==> src/pkg/fifo_host_pkg.sv <==
// What this block and the board around it do
// - width expansion: drive all input controls in parallel, never join outputs.
// - system ties head select low on first device, high on all others.
// - system chains each chain output to the next device's chain input.
// - composite flags assert only when all device flags assert.
// - each system watches filled of its written device, drained of its read one.
// - writer toggles write strobe only while filled is deasserted.
// - host holds read and write strobes high during a replay.
package fifo_host_pkg;
   localparam int          DATA_W        = 9;
   localparam int          DEPTH_WORDS   = 16384;
   localparam int          CLK_PERIOD_NS = 10;
   // strobe and pulse widths, slowest speed grade
   localparam int          PULSE_NS      = 30;
   localparam int          RECOVERY_NS   = 10;
   localparam int          SETUP_NS      = 30;
   localparam int          ACCESS_NS     = 30;
   localparam int          PULSE_CYC     = (PULSE_NS + CLK_PERIOD_NS - 1) / CLK_PERIOD_NS;
   localparam int          RECOVERY_CYC  = (RECOVERY_NS + CLK_PERIOD_NS - 1) / CLK_PERIOD_NS;
   localparam int          SETUP_CYC     = (SETUP_NS + CLK_PERIOD_NS - 1) / CLK_PERIOD_NS;
   localparam int          ACCESS_CYC    = (ACCESS_NS + CLK_PERIOD_NS - 1) / CLK_PERIOD_NS;
   localparam logic [3:0]  CNT_ONE       = 4'h1;
   localparam logic [3:0]  CNT_ZERO      = 4'h0;
   typedef enum logic [1:0] {OP_WRITE, OP_READ, OP_CLEAR, OP_REPLAY} op_t;
endpackage

==> src/logic/fifo_host_ctrl.sv <==
`timescale 1ns/1ns
module fifo_host_ctrl
   import fifo_host_pkg::*;
(
   // clock and reset
   input  wire logic              clk_sys,
   input  wire logic              rst_n,
   // user command port
   input  wire logic              cmd_valid,
   input  wire logic [1:0]        cmd_op,
   input  wire logic [DATA_W-1:0] cmd_wdata,
   output logic                   cmd_ready,
   output logic                   cmd_done,
   output logic                   cmd_refused,
   output logic [DATA_W-1:0]      rsp_rdata,
   // mode straps seen by the user
   input  wire logic              depth_mode,
   // device pins
   output logic                   push_n,
   output logic                   pop_n,
   output logic                   clear_line_n,
   output logic                   replay_line_n,
   output logic [DATA_W-1:0]      data_in_bus,
   input  wire logic [DATA_W-1:0] data_out_bus,
   input  wire logic              drained_flag,
   input  wire logic              filled_flag,
   input  wire logic              chain_out_or_half_level,
   // synchronised flag copies
   output logic                   drained_seen,
   output logic                   filled_seen,
   output logic                   half_level_seen
);
   typedef enum {ST_IDLE, ST_SETUP, ST_PULSE, ST_HOLD, ST_RECOVER} state_t;

   // ==========================================
   // pin synchronisers
   // reset to the levels of a cleared device: half high, filled high, drained low,
   // so the first command after reset is not refused on a false filled flag
   localparam logic [DATA_W+2:0] SYNC_IDLE = {1'b1, 1'b1, 1'b0, {DATA_W{1'b0}}};
   logic [DATA_W+2:0] meta_ff, sync_ff;
   always_ff @(posedge clk_sys or negedge rst_n) begin
      if (!rst_n) begin
         meta_ff <= SYNC_IDLE;
         sync_ff <= SYNC_IDLE;
      end else begin
         // in depth mode the flag pins carry the board's composite of every device
         meta_ff <= {chain_out_or_half_level, filled_flag, drained_flag, data_out_bus};
         sync_ff <= meta_ff;
      end
   end
   wire logic [DATA_W-1:0] q_s = sync_ff[DATA_W-1:0];
   wire logic drn_s = sync_ff[DATA_W];
   wire logic fil_s = sync_ff[DATA_W+1];
   wire logic hlf_s = sync_ff[DATA_W+2];

   // ==========================================
   // strobe sequencer
   state_t             st_ff, nxt_st;
   op_t                op_ff, nxt_op;
   logic [3:0]         cnt_ff, nxt_cnt;
   logic               push_n_ff, nxt_push_n, pop_n_ff, nxt_pop_n;
   logic               clr_n_ff, nxt_clr_n, rep_n_ff, nxt_rep_n;
   logic [DATA_W-1:0]  din_ff, nxt_din, rd_ff, nxt_rd;
   logic               done_ff, nxt_done, ref_ff, nxt_ref, rdy_ff, nxt_rdy;

   // a command the device would ignore anyway is refused before any strobe moves
   function automatic logic refuse_cmd(op_t op, logic drn, logic fil, logic chained);
      logic nope;
      nope = 1'b0;
      case (op)
         OP_WRITE:  nope = !fil;
         OP_READ:   nope = !drn;
         OP_REPLAY: nope = chained;
         default:   nope = 1'b0;
      endcase
      return nope;
   endfunction

   always_comb begin
      nxt_st     = st_ff;
      nxt_op     = op_ff;
      nxt_cnt    = cnt_ff;
      nxt_push_n = push_n_ff;
      nxt_pop_n  = pop_n_ff;
      nxt_clr_n  = clr_n_ff;
      nxt_rep_n  = rep_n_ff;
      nxt_din    = din_ff;
      nxt_rd     = rd_ff;
      nxt_done   = 1'b0;
      nxt_ref    = 1'b0;
      nxt_rdy    = 1'b0;
      case (st_ff)
         ST_IDLE: begin
            nxt_rdy = 1'b1;
            if (cmd_valid && rdy_ff) begin
               nxt_rdy = 1'b0;
               nxt_op  = op_t'(cmd_op);
               // flag copies lag the pins by up to two cycles; a refusal may be stale
               if (refuse_cmd(op_t'(cmd_op), drn_s, fil_s, depth_mode)) begin
                  nxt_ref = 1'b1;
                  nxt_st  = ST_RECOVER;
                  nxt_cnt = 4'(RECOVERY_CYC);
               end else begin
                  nxt_din = cmd_wdata;
                  nxt_st  = ST_SETUP;
                  nxt_cnt = 4'(SETUP_CYC);   // data set-up before the strobe
               end
            end
         end
         ST_SETUP: begin
            if (cnt_ff > CNT_ONE) begin
               nxt_cnt = cnt_ff - CNT_ONE;
            end else begin
               nxt_st  = ST_PULSE;
               nxt_cnt = 4'(PULSE_CYC);
               case (op_ff)
                  OP_WRITE: nxt_push_n = 1'b0;
                  OP_READ:  nxt_pop_n  = 1'b0;
                  OP_CLEAR: nxt_clr_n  = 1'b0;
                  default:  nxt_rep_n  = 1'b0;
               endcase
            end
         end
         ST_PULSE: begin
            if (cnt_ff > CNT_ONE) begin
               nxt_cnt = cnt_ff - CNT_ONE;
            end else begin
               nxt_st  = ST_HOLD;
               // sampled through the two-stage sync: the word is the pin value two cycles after the read strobe fell, before access time
               nxt_cnt = CNT_ONE + 4'(ACCESS_CYC > PULSE_CYC ? ACCESS_CYC - PULSE_CYC : 0);
            end
         end
         ST_HOLD: begin
            if (cnt_ff > CNT_ONE) begin
               nxt_cnt = cnt_ff - CNT_ONE;
            end else begin
               if (op_ff == OP_READ)
                  nxt_rd = q_s;
               // rising read strobe floats the bus, ending the word
               nxt_push_n = 1'b1;
               nxt_pop_n  = 1'b1;
               nxt_clr_n  = 1'b1;
               nxt_rep_n  = 1'b1;
               nxt_done   = 1'b1;
               nxt_st     = ST_RECOVER;
               nxt_cnt    = 4'(RECOVERY_CYC);
            end
         end
         ST_RECOVER: begin
            if (cnt_ff > CNT_ONE)
               nxt_cnt = cnt_ff - CNT_ONE;
            else
               nxt_st = ST_IDLE;
         end
         default: nxt_st = ST_IDLE;
      endcase
   end

   always_ff @(posedge clk_sys or negedge rst_n) begin
      if (!rst_n) begin
         st_ff     <= ST_IDLE;
         op_ff     <= OP_WRITE;
         cnt_ff    <= CNT_ZERO;
         push_n_ff <= 1'b1;
         pop_n_ff  <= 1'b1;
         clr_n_ff  <= 1'b1;
         rep_n_ff  <= 1'b1;
         din_ff    <= '0;
         rd_ff     <= '0;
         done_ff   <= 1'b0;
         ref_ff    <= 1'b0;
         rdy_ff    <= 1'b0;
      end else begin
         st_ff     <= nxt_st;
         op_ff     <= nxt_op;
         cnt_ff    <= nxt_cnt;
         push_n_ff <= nxt_push_n;
         pop_n_ff  <= nxt_pop_n;
         clr_n_ff  <= nxt_clr_n;
         rep_n_ff  <= nxt_rep_n;
         din_ff    <= nxt_din;
         rd_ff     <= nxt_rd;
         done_ff   <= nxt_done;
         ref_ff    <= nxt_ref;
         rdy_ff    <= nxt_rdy;
      end
   end

   // ==========================================
   // outputs
   logic drn_q_ff, fil_q_ff, hlf_q_ff;
   logic nxt_drn_q, nxt_fil_q, nxt_hlf_q;
   always_comb begin
      nxt_drn_q = drn_s;
      nxt_fil_q = fil_s;
      // half flag has no meaning when chained; head select and chain links are
      // board straps, depth_mode only tells the host that they are fitted
      nxt_hlf_q = depth_mode ? 1'b1 : hlf_s;
   end
   always_ff @(posedge clk_sys or negedge rst_n) begin
      if (!rst_n) begin
         drn_q_ff <= 1'b0;
         fil_q_ff <= 1'b1;
         hlf_q_ff <= 1'b1;
      end else begin
         drn_q_ff <= nxt_drn_q;
         fil_q_ff <= nxt_fil_q;
         hlf_q_ff <= nxt_hlf_q;
      end
   end
   // one strobe set fans out to every device of a wide stack; device outputs stay apart
   assign push_n          = push_n_ff;
   assign pop_n           = pop_n_ff;
   assign clear_line_n    = clr_n_ff;
   assign replay_line_n   = rep_n_ff;
   assign data_in_bus     = din_ff;
   assign cmd_ready       = rdy_ff;
   assign cmd_done        = done_ff;
   assign cmd_refused     = ref_ff;
   assign rsp_rdata       = rd_ff;
   assign drained_seen    = drn_q_ff;
   assign filled_seen     = fil_q_ff;
   assign half_level_seen = hlf_q_ff;
endmodule

==> config.mk <==
export PLATFORM = sky130hd
export DESIGN_NAME = fifo_host_ctrl
export DESIGN_NICKNAME = d
export VERILOG_FILES = /design/src/pkg/fifo_host_pkg.sv /design/src/logic/fifo_host_ctrl.sv
export SDC_FILE = /design/constraint.sdc
export NUM_CORES = 1
export LEC_CHECK = 0
export BUFFER_PORTS_ARGS = -buffer_cell sky130_fd_sc_hd__buf_4
export CAP_MARGIN = 15
export CELL_PAD_IN_SITES_DETAIL_PLACEMENT = 0
export CELL_PAD_IN_SITES_GLOBAL_PLACEMENT = 1
export CORE_ASPECT_RATIO = 0.9
export CORE_UTILIZATION = 46
export CTS_CLUSTER_SIZE = 16
export DETAILED_ROUTE_END_ITERATION = 7
export PLACE_DENSITY_LB_ADDON = 0.15
export SYNTH_ARGS = -nofsm -noshare
export SYNTH_HDL_FRONTEND = slang
export SYNTH_SLANG_ARGS = --single-unit
==> constraint.sdc <==
create_clock -name clk_sys -period 4.21 [get_ports clk_sys]
set_input_delay 0.842 -clock clk_sys [delete_from_list [all_inputs] [get_ports clk_sys]]
set_output_delay 0.842 -clock clk_sys [all_outputs]
set_load 0.03 [all_outputs]
## Word-level counts from Yosys, hierarchy flattened

Cells that the tools add are included.

| cells by class | value |
|---|---|
| order comparisons | 1 |
| shift-type cells | 0 |
| reductions and logical operators | 19 |
| multiplexer cells | 37 |
| multiply operators | 0 |
| eq/ne operators | 18 |
| bitwise gates (word level) | 2 |
| $add $sub $neg | 1 |
| div/mod/pow operators | 0 |

Operators with widths:

| operator | number |
|---|---|
| 2-to-1 mux 32 bit | 5 |
| case mux 32 bit (5 select lines) | 1 |
| == test 32 x 2 -> 1 bit, second input constant | 2 |
| == test 32 x 1 -> 1 bit, second input constant | 1 |
| == test 32 x 3 -> 1 bit, second input constant | 1 |
| logical NOT 32 bit | 1 |
| inequality test 2 bit, second input constant | 10 |
| 2-to-1 mux 1 bit | 19 |
| 2-to-1 mux 4 bit | 4 |
| case mux 4 bit (4 select lines) | 1 |
| AND reduction 4 bit | 4 |
| AND reduction 3 bit | 3 |
| case mux 1 bit (2 select lines) | 4 |
| AND reduction 5 bit | 1 |
| == test 2 x 1 -> 1 bit, second input constant | 2 |
| == test 2 bit, second input constant | 2 |
| > comparator 4 x 1 -> 1 bit, second input constant | 1 |
| logical NOT 2 bit | 2 |
| nonzero test 4 bit | 1 |
| subtractor 4 x 1 -> 4 bit, second input constant | 1 |
| 2-to-1 mux 3 bit | 1 |
| case mux 1 bit (3 select lines) | 1 |
| OR reduction 3 bit | 1 |
| logical NOT 1 bit | 2 |
| 6 further kinds | 7 |

| word-level totals | value |
|---|---|
| bits of input ports | 27 |
| output and inout port bits | 28 |
| memories kept | 0 |
| latch bits | 0 |
| flip-flop bits (word level) | 90 |
| memory bits (read-only) | 0 |
| bits in writable memories | 0 |
| word-level logic and storage cells | 95 |

## Longest topological paths before layout

Gate-level depths: netlist of run 1.

| logic depth | value |
|---|---|
| word-level depth | 7 |
| mapped depth | 7 |
| depth with buffers taken out | 6 |

## Worst setup path before layout of run 1

OpenSTA, ideal clock, no wires.

| timing path | value |
|---|---|
| kind | input -> register |
| start point | input cmd_op[0] |
| end point | register din_ff[0], in the netlist data_in_bus[0] |
| library setup time | 0.125 ns |
| buffers on the path | 0 |
| path slack | 2.268 ns |
| required time | 4.085 ns |
| stages on the path | 4 |
| arrival time | 1.817 ns |
| cell sequence | mux2_2 > o21a_1 > nand2_4 > mux2_4 |

| between the ends | value |
|---|---|
| word-level cells in the longest chain between the ends | 6 |
| elaborated cells on any way between the ends | 8 |
| classes of those cells | eq/ne (2); mux (3); bitwise (1); reduce/logical (2) |

RTL lines:

| element | line | RTL |
|---|---|---|
| start, declared | fifo_host_ctrl.sv:10 | `input wire logic [1:0] cmd_op,` |
| == test 2 bit (tied with other cells) | fifo_host_ctrl.sv:70 | `case (op)` |
| case mux 1 bit (3 select lines) (*) | fifo_host_ctrl.sv:70 |  |
| 2-to-1 mux 1 bit (*) | fifo_host_ctrl.sv:95 | `if (cmd_valid && rdy_ff) begin` |
| 2-to-1 mux 1 bit (*) | fifo_host_ctrl.sv:92 | `case (st_ff)` |
| inverter 1 bit (no source line) (*) | n/a |  |
| AND reduction 3 bit (no source line) (*) | n/a |  |
| end signal, assigned | fifo_host_ctrl.sv:181 | `din_ff <= nxt_din;` |
| end, declared | fifo_host_ctrl.sv:63 | `logic [DATA_W-1:0] din_ff, nxt_din, rd_ff, nxt_rd;` |

Mark *: on every way between the ends. The rest lies on a longest branch, timed or not. The select of a mux whose other input is x is not followed.
A chain may end at the register's enable or synchronous reset.

## Final worst setup path of run 1

| timing path | value |
|---|---|
| start point | register cnt_ff[0] |
| end point | register rd_ff[6], in the netlist rsp_rdata[6] |

| between the ends | value |
|---|---|
| word-level cells in the longest chain between the ends | 3 |

RTL lines:

| element | line | RTL |
|---|---|---|
| start, declared | fifo_host_ctrl.sv:60 | `logic [3:0] cnt_ff, nxt_cnt;` |
| start signal, assigned | fifo_host_ctrl.sv:176 | `cnt_ff <= nxt_cnt;` |
| > comparator 4 x 1 -> 1 bit | fifo_host_ctrl.sv:134 | `if (cnt_ff > CNT_ONE) begin` |
| inverter 1 bit (no source line) | n/a |  |
| AND reduction 3 bit (no source line) | n/a |  |
| end signal, assigned | fifo_host_ctrl.sv:182 | `rd_ff <= nxt_rd;` |
| end, declared | fifo_host_ctrl.sv:63 |  |

No other way between the ends.

==> results of run 1 <==
==> through the flow <==
stage                     power [W]  cell area (sq um)  cells  hold slack (ps)
after floorplan             0.00155               2320    157              331
after global placement      0.00180               2770    271              333
after detailed placement    0.00183               2770    271              336
after CTS                   0.00236               2970    287              351
after global routing        0.00248               2970    287              354
final                       0.00233               2970    287              347
==> Yosys cell counts (all sizes together) (2+ instances only) <==
cell	count
a21oi	3
a221oi	2
buf	3
clkbuf	2
dfrtp	51
dfstp	10
ha	2
inv	4
maj3	2
mux2	21
nand2	12
nand2b	2
nand3	3
nor2	7
nor3	2
nor3b	2
o21ai	4
o22ai	3
or2	3
or3b	2
==> how the worst max path moves through the flow <==
| stage | from | endpoint | slack, ps | cells past startpoint |
|---|---|---|---|---|
| global route | cnt_ff[0]$_DFFE_PN0P_ | rsp_rdata[5]$_DFFE_PN0P_ | 1820 | 6 |
| floorplan | cmd_op[0] | data_in_bus[0]$_DFFE_PN0P_ | 2270 | 4 |
| detailed placement | cnt_ff[0]$_DFFE_PN0P_ | rsp_rdata[6]$_DFFE_PN0P_ | 1980 | 6 |
| CTS | cnt_ff[0]$_DFFE_PN0P_ | rsp_rdata[6]$_DFFE_PN0P_ | 1970 | 6 |
| global placement | cmd_op[0] | data_in_bus[2]$_DFFE_PN0P_ | 2080 | 5 |
| finish | cnt_ff[0]$_DFFE_PN0P_ | rsp_rdata[6]$_DFFE_PN0P_ | 2000 | 6 |
==> area by class of cell <==
class / count / area [sq um] / area share [%]
clock buffers: 12 / 155 / 5.22
clock inverters: 4 / 47.5 / 1.60
inverters: 4 / 15.0 / 0.505
multi-input cells: 87 / 729 / 24.5
flip-flops and latches: 61 / 1540 / 51.8
well taps: 65 / 81.3 / 2.74
repair buffers: 54 / 405 / 13.6
==> worst register-to-register path: cells and delay by family (launching register included) <==
family	cells	cell delay, ps
mux	1	390
fa+ha+maj	1	150
flops	1	430
simple gates	3	1030
buf+inv	1	80
==> flip-flops by register name (all words and copies together) (netlist names) <==
register         cells
drained_seen         1
op_ff                2
cmd_refused          1
half_level_seen      1
data_in_bus          9
meta_ff             12
clear_line_n         1
filled_seen          1
st_ff                3
replay_line_n        1
push_n               1
sync_ff             12
cmd_ready            1
cnt_ff               4
pop_n                1
cmd_done             1
rsp_rdata            9
==> logic make-up (layout without fill, tap and decap cells) <==
kind of cell / count (synthesis) / count (layout)
multiplexers: 22 / 22
buffers and inverters: 9 / 74
AND/OR/NAND/NOR: 39 / 39
flip-flops: 61 / 61
XOR/XNOR: 2 / 2
adder cells (fa/ha/maj): 4 / 4
AO/OA/AOI/OAI: 20 / 20
==> per-layer routing <==
metal | track usage, % | up-vias | share of wire [%]
met2 | 24.1 | 50 | 46
met3 | 5.26 | 8 | 6.3
met1 | 22.3 | 722 | 46
met5 | 0 | - | 0
li1 | - | 672 | -
met4 | 10.3 | 0 | 1.6
==> power breakdown <==
group,switching [W],total [W],leakage [nW],internal [W]
clock,0.000213,0.000516,0.102,0.000304
sequential,0.000150,0.000915,0.733,0.000765
combinational,0.000497,0.000899,0.591,0.000402
==> impl_results.md, run 1 <==
* Top cell type's share of synthesized area at between 50% and 60%
* Share of cells above drive strength 1 at 48.2%
* Commonest non-fill, non-tap cell in the layout: buf_4
* Worst hold endpoint: sync_ff[2]$_DFF_PN0_
* Slew Limit Fails at 0
* Finish-stage setup viols at 0
* Number of diodes at 0
* Mux cell area share after synthesis at about 12%
* Pwr dens at about 800 nW/um^2
* Final worst slack at around 2000 ps
* Remaining global-route overflow at 0
* Setup TNS at 0 ps
* Post-Syn Area at approximately 2300 sq um
* Routed wire length at ~4000 microns
* I/O pin total at between 50 and 60
* CTS Hold Buffers Added at 0
* Initial DRC count at 69
* Setup Skew at about 10 ps
* Synth-to-layout area growth at 28.2%
* Nets@finish at ~250
* Critical path arrival at 2420 ps
* Post-synth ARST share at between 90% and 100%
* EDFF count, synth at 0
* Util after Layout at between 60% and 70%
* Clk sinks at 61
* Worst r2r src: cnt_ff[0]$_DFFE_PN0P_
* Reg2Reg Depth at 6
* Total track usage at between 15 and 20%
* Syn Area/Cell at between 10 and 15 sq um
* Synth area leaders: dfrtp_1 55%, dfstp_2 11%, mux2_4 5.8%, mux2_2 5.8%, nand2_1 1.8%
* Fillers at 390
* Least-Margin Pin Slew at between 700 and 800 ps
* Worst path top cell family by delay: simple AND/OR/NAND/NOR gates
* H-tree depth at 3
* Worst slack, placed at 1980 ps
* Via count at between 1000 and 1500
* Largest stage delay, worst path at approximately 460 ps
* MaxCap Viol Count at 0
* Synth Register Bits at 61
* DP HPWL at between 2000 and 3000 microns
* Antenna violations before repair at 0
* Fmax achieved at 452 MHz
* Largest family of logic cells by synthesized area: multiplexers
* Hold Path Class: flop to flop
* Num CTS Buffers at 9
* Vias in the first global route at 1493
* Relative slew slack at slightly above 50%
* Hold Crit Depth at 0
* Site row count at 24
* TritonRoute pass-1 iters at 4
* Clk root buf: clkbuf_8
* Die height at 69.4 microns
* Simple-Gate Fraction of Synth Area at a little over a tenth
* Status: completed
* Fin crit period at approximately 2200 ps
* Setup crit end kind: flop
* Gpl congestion at roughly 0.75
* Yosys cell types at 44
* Area leader, netlist: dfrtp_1
* Top_reg_cell synth: dfrtp_1
* Most frequent cells in the layout: 54 x buf_4, 51 x dfrtp_1, 12 x mux2_2
* Post-synthesis adder-cell area fraction at around 1.9%
* Clock latency on the worst-skew pair at roughly 330 ps
* Xor/xnor share of the synthesized area at less than 1%
* Synth Area in Compound Gates at 5.94%
* Via-per-instance ratio at between 5 and 6
* WP buf/inv at 1
* Net Count, Synth at 186
* Die area at about 5300 sq um
* Remaining DRCs at 0
* HP Start: meta_ff[2]$_DFF_PN0_
* DIE WIDTH at about 77 microns
* Largest net degree at the start of global routing at 62
* Cells after Synth at around 160
* Slowest library cell on the worst path: nor3_4
* Setup Buffers After CTS at 0
* Crit-path cells: inv_1 -> ha_1 -> or2_0 -> nand4b_4 -> nor3_4 -> mux2_2
* Setup CP Type: flop to flop
* First-pass GRT wire length at about 6800 microns
* RR Endpoint: rsp_rdata[6]$_DFFE_PN0P_
* Worst Path Required at 4420 ps
* Final period utilization at 52.6%
* PortBufs at 54
* Clock Tree Buf Depth at 2
* R2r setup slk at between 1500 and 2000 ps
* Clock slew seen by the registers of the worst setup and hold paths at 60 ps
* Post-route ant nets at 0
* Initial Util at between 40% and 50%
* Peak supply drop at between 400 and 500 uV
* DR WL/cell at between 10 and 15 microns
* CP Launch Type: flop
* RSZ-0062 raised after global routing: no
* CTS tree: done
* Critical path peak fanout at 9
* Core region area at between 4000 and 5000 sq um
* LEAKAGE at 1.43 nW
* Post-CTS sizing at 0
* Seq/Total Area, Yosys at between 60% and 70%
* Yosys warns at 0
* Fin. Hold Viols at 0
Power figures use the tool's default switching activity.
==> run 2, diff against run 1 <==
CORE_UTILIZATION = 38   (was 46)
clock period = 1.95 ns   (was 4.21 ns; I/O delays follow)
==> run 2 against run 1 <==
The run now ends with DRC left. Flip-flop and latch count unchanged. Sequential share of layout area down 1.0 points. Combinational power up 140%. Die area up 20%. Largest cell class unchanged. Via count down 1.4%. Utilization down 9.1 points. Maximum frequency up 23%. Worst hold slack worse by 220 ps. Clock skew down 1.4 ps. Final area up 2.0%. Power up 120%. Global-route usage down 1.7 points.
==> impl_results.md, run 2 (synthesis gave the netlist of run 1 again) <==
* Status: finished, violations left
* Violated checks: DRC
* Die area at 6420 sq um
* DIE WIDTH at 84.3 microns
* Remaining global-route overflow at 0
* Slew Limit Fails at 0
* Critical path arrival at about 2100 ps
* Setup crit end kind: flop
* Commonest non-fill, non-tap cell in the layout: buf_4
* Routed wire length at 4270 microns
* Die height at ~76 microns
* PortBufs at 54
* Fmax achieved at about 560 MHz
* LEAKAGE at roughly 1.5 nW
* Hold Path Class: primary input to asynchronous set/reset pin
* RSZ-0062 raised after global routing: no
* Relative slew slack at about half
* CTS Hold Buffers Added at 0
* Setup Buffers After CTS at 0
* DR WL/cell at 14.3 microns
* Synth-to-layout area growth at 30.8%
* Number of diodes at 0
* Post-route ant nets at 0
* Clock Tree Buf Depth at 2
* Clk sinks at roughly 60
* Total track usage at between 10% and 20%
* First-pass GRT wire length at 7270 microns
* Gpl congestion at around 0.85
* Peak supply drop at ~700 uV
* Core region area at between 5000 and 6000 sq um
* Num CTS Buffers at 9
* Post-CTS sizing at 1
* Finish-stage setup viols at 0
* Initial Util at between 40% and 50%
* Site row count at 26
* Share of cells above drive strength 1 at between 50% and 60%
* Largest net degree at the start of global routing at 62
* Pwr dens at 1680 nW/um^2
* Clock slew seen by the registers of the worst setup and hold paths at roughly 80 ps
* Clk root buf: clkbuf_8
* Util after Layout at 52.4%
* TritonRoute pass-1 iters at 6
* Clock latency on the worst-skew pair at ~340 ps
* Critical path peak fanout at 7
* Top Registers: meta_ff (12), sync_ff (12)
* Fin. Hold Viols at 0
* Via count at between 1000 and 1500
* DP HPWL at about 3000 microns
* Vias in the first global route at between 1500 and 2000
* Overall power at 0.00511 W
* Remaining DRCs at 2
* CTS tree: done
* I/O pin total at 55
* Setup Skew at approximately 8.6 ps
* Setup CP Type: flop to flop
* MaxCap Viol Count at 0
* Fin crit period at ~1800 ps
* Least-Margin Pin Slew at 750 ps
* Via-per-instance ratio at roughly 4.8
* H-tree depth at 3
* Final period utilization at approximately 92%
* Most frequent cells in the layout: 60 x buf_4, 51 x dfrtp_1, 12 x mux2_2
* Nets@finish at 253
* Initial DRC count at 75
* CP Launch Type: flop
* Antenna violations before repair at 0
* Worst Path Required at roughly 2200 ps
-- run 2: cell count changes in the layout (fill, tap and decap cells not counted), moves of 2 or more --
cell      previous run  this run
inv_8                0         2
clkbuf_8            11         9
inv_6                0         3
clkinv_2             2         0
buf_4               54        60
-- run 2: worst max-delay path, stage by stage, from the launching register on --
cell	delay, ps
dfrtp_1	410
inv_1	60
ha_1	210
or2_4	290
or4_1	510
a21oi_1	160
a211o_1	110
-- run 2: worst paths after layout --
check / startpoint / to / slack [ps] / depth (start not counted)
min: rst_n / meta_ff[3]$_DFF_PN0_ / 120 / 1
max in group asynchronous: rst_n / cmd_ready$_DFF_PN0_ / 1340 / 1
max reg2reg: cnt_ff[0]$_DFFE_PN0P_ / cnt_ff[3]$_DFFE_PN0P_ / 150 / 6
min in group clk_sys: data_out_bus[3] / meta_ff[3]$_DFF_PN0_ / 150 / 1
max: cnt_ff[0]$_DFFE_PN0P_ / cnt_ff[3]$_DFFE_PN0P_ / 150 / 6
min reg2reg: meta_ff[2]$_DFF_PN0_ / sync_ff[2]$_DFF_PN0_ / 350 / 0
-- run 2: layer usage --
layer  vias up  GRT usage [%]  share of wire [%]
met5         -              0                  0
met4         0           6.44                1.6
met3         7           6.93                6.7
met2        53           23.8                 48
met1       688           17.9                 44
li1        684              -                  -
-- run 2: final cells by class --
type,count,area [sq um]
Inverter,4,15.0
Tap cell,70,87.6
Timing Repair Buffer,61,470
Sequential cell,61,1540
Multi-Input combinational cell,87,732
Clock buffer,9,124
Clock inverter,7,65.1
Fill cell,502,2760
-- run 2: metrics by stage --
stage                     hold WS [ps]  TNS (ps)  std cells  area [sq um]  setup WS, ps
final                              124         0        299          3030           154
after global routing               121         0        299          3030          76.1
after CTS                          124         0        299          3030          61.4
after detailed placement           339      -270        283          2840         -33.1
after global placement             333         0        283          2840          22.2
after floorplan                   94.4         0        157          2320           110
-- run 2: report_power, final --
| group | switching (W) | internal, W |
|---|---|---|
| Sequential | 0.000246 | 0.00165 |
| Combinational | 0.00119 | 0.000960 |
| Clock | 0.000570 | 0.000493 |
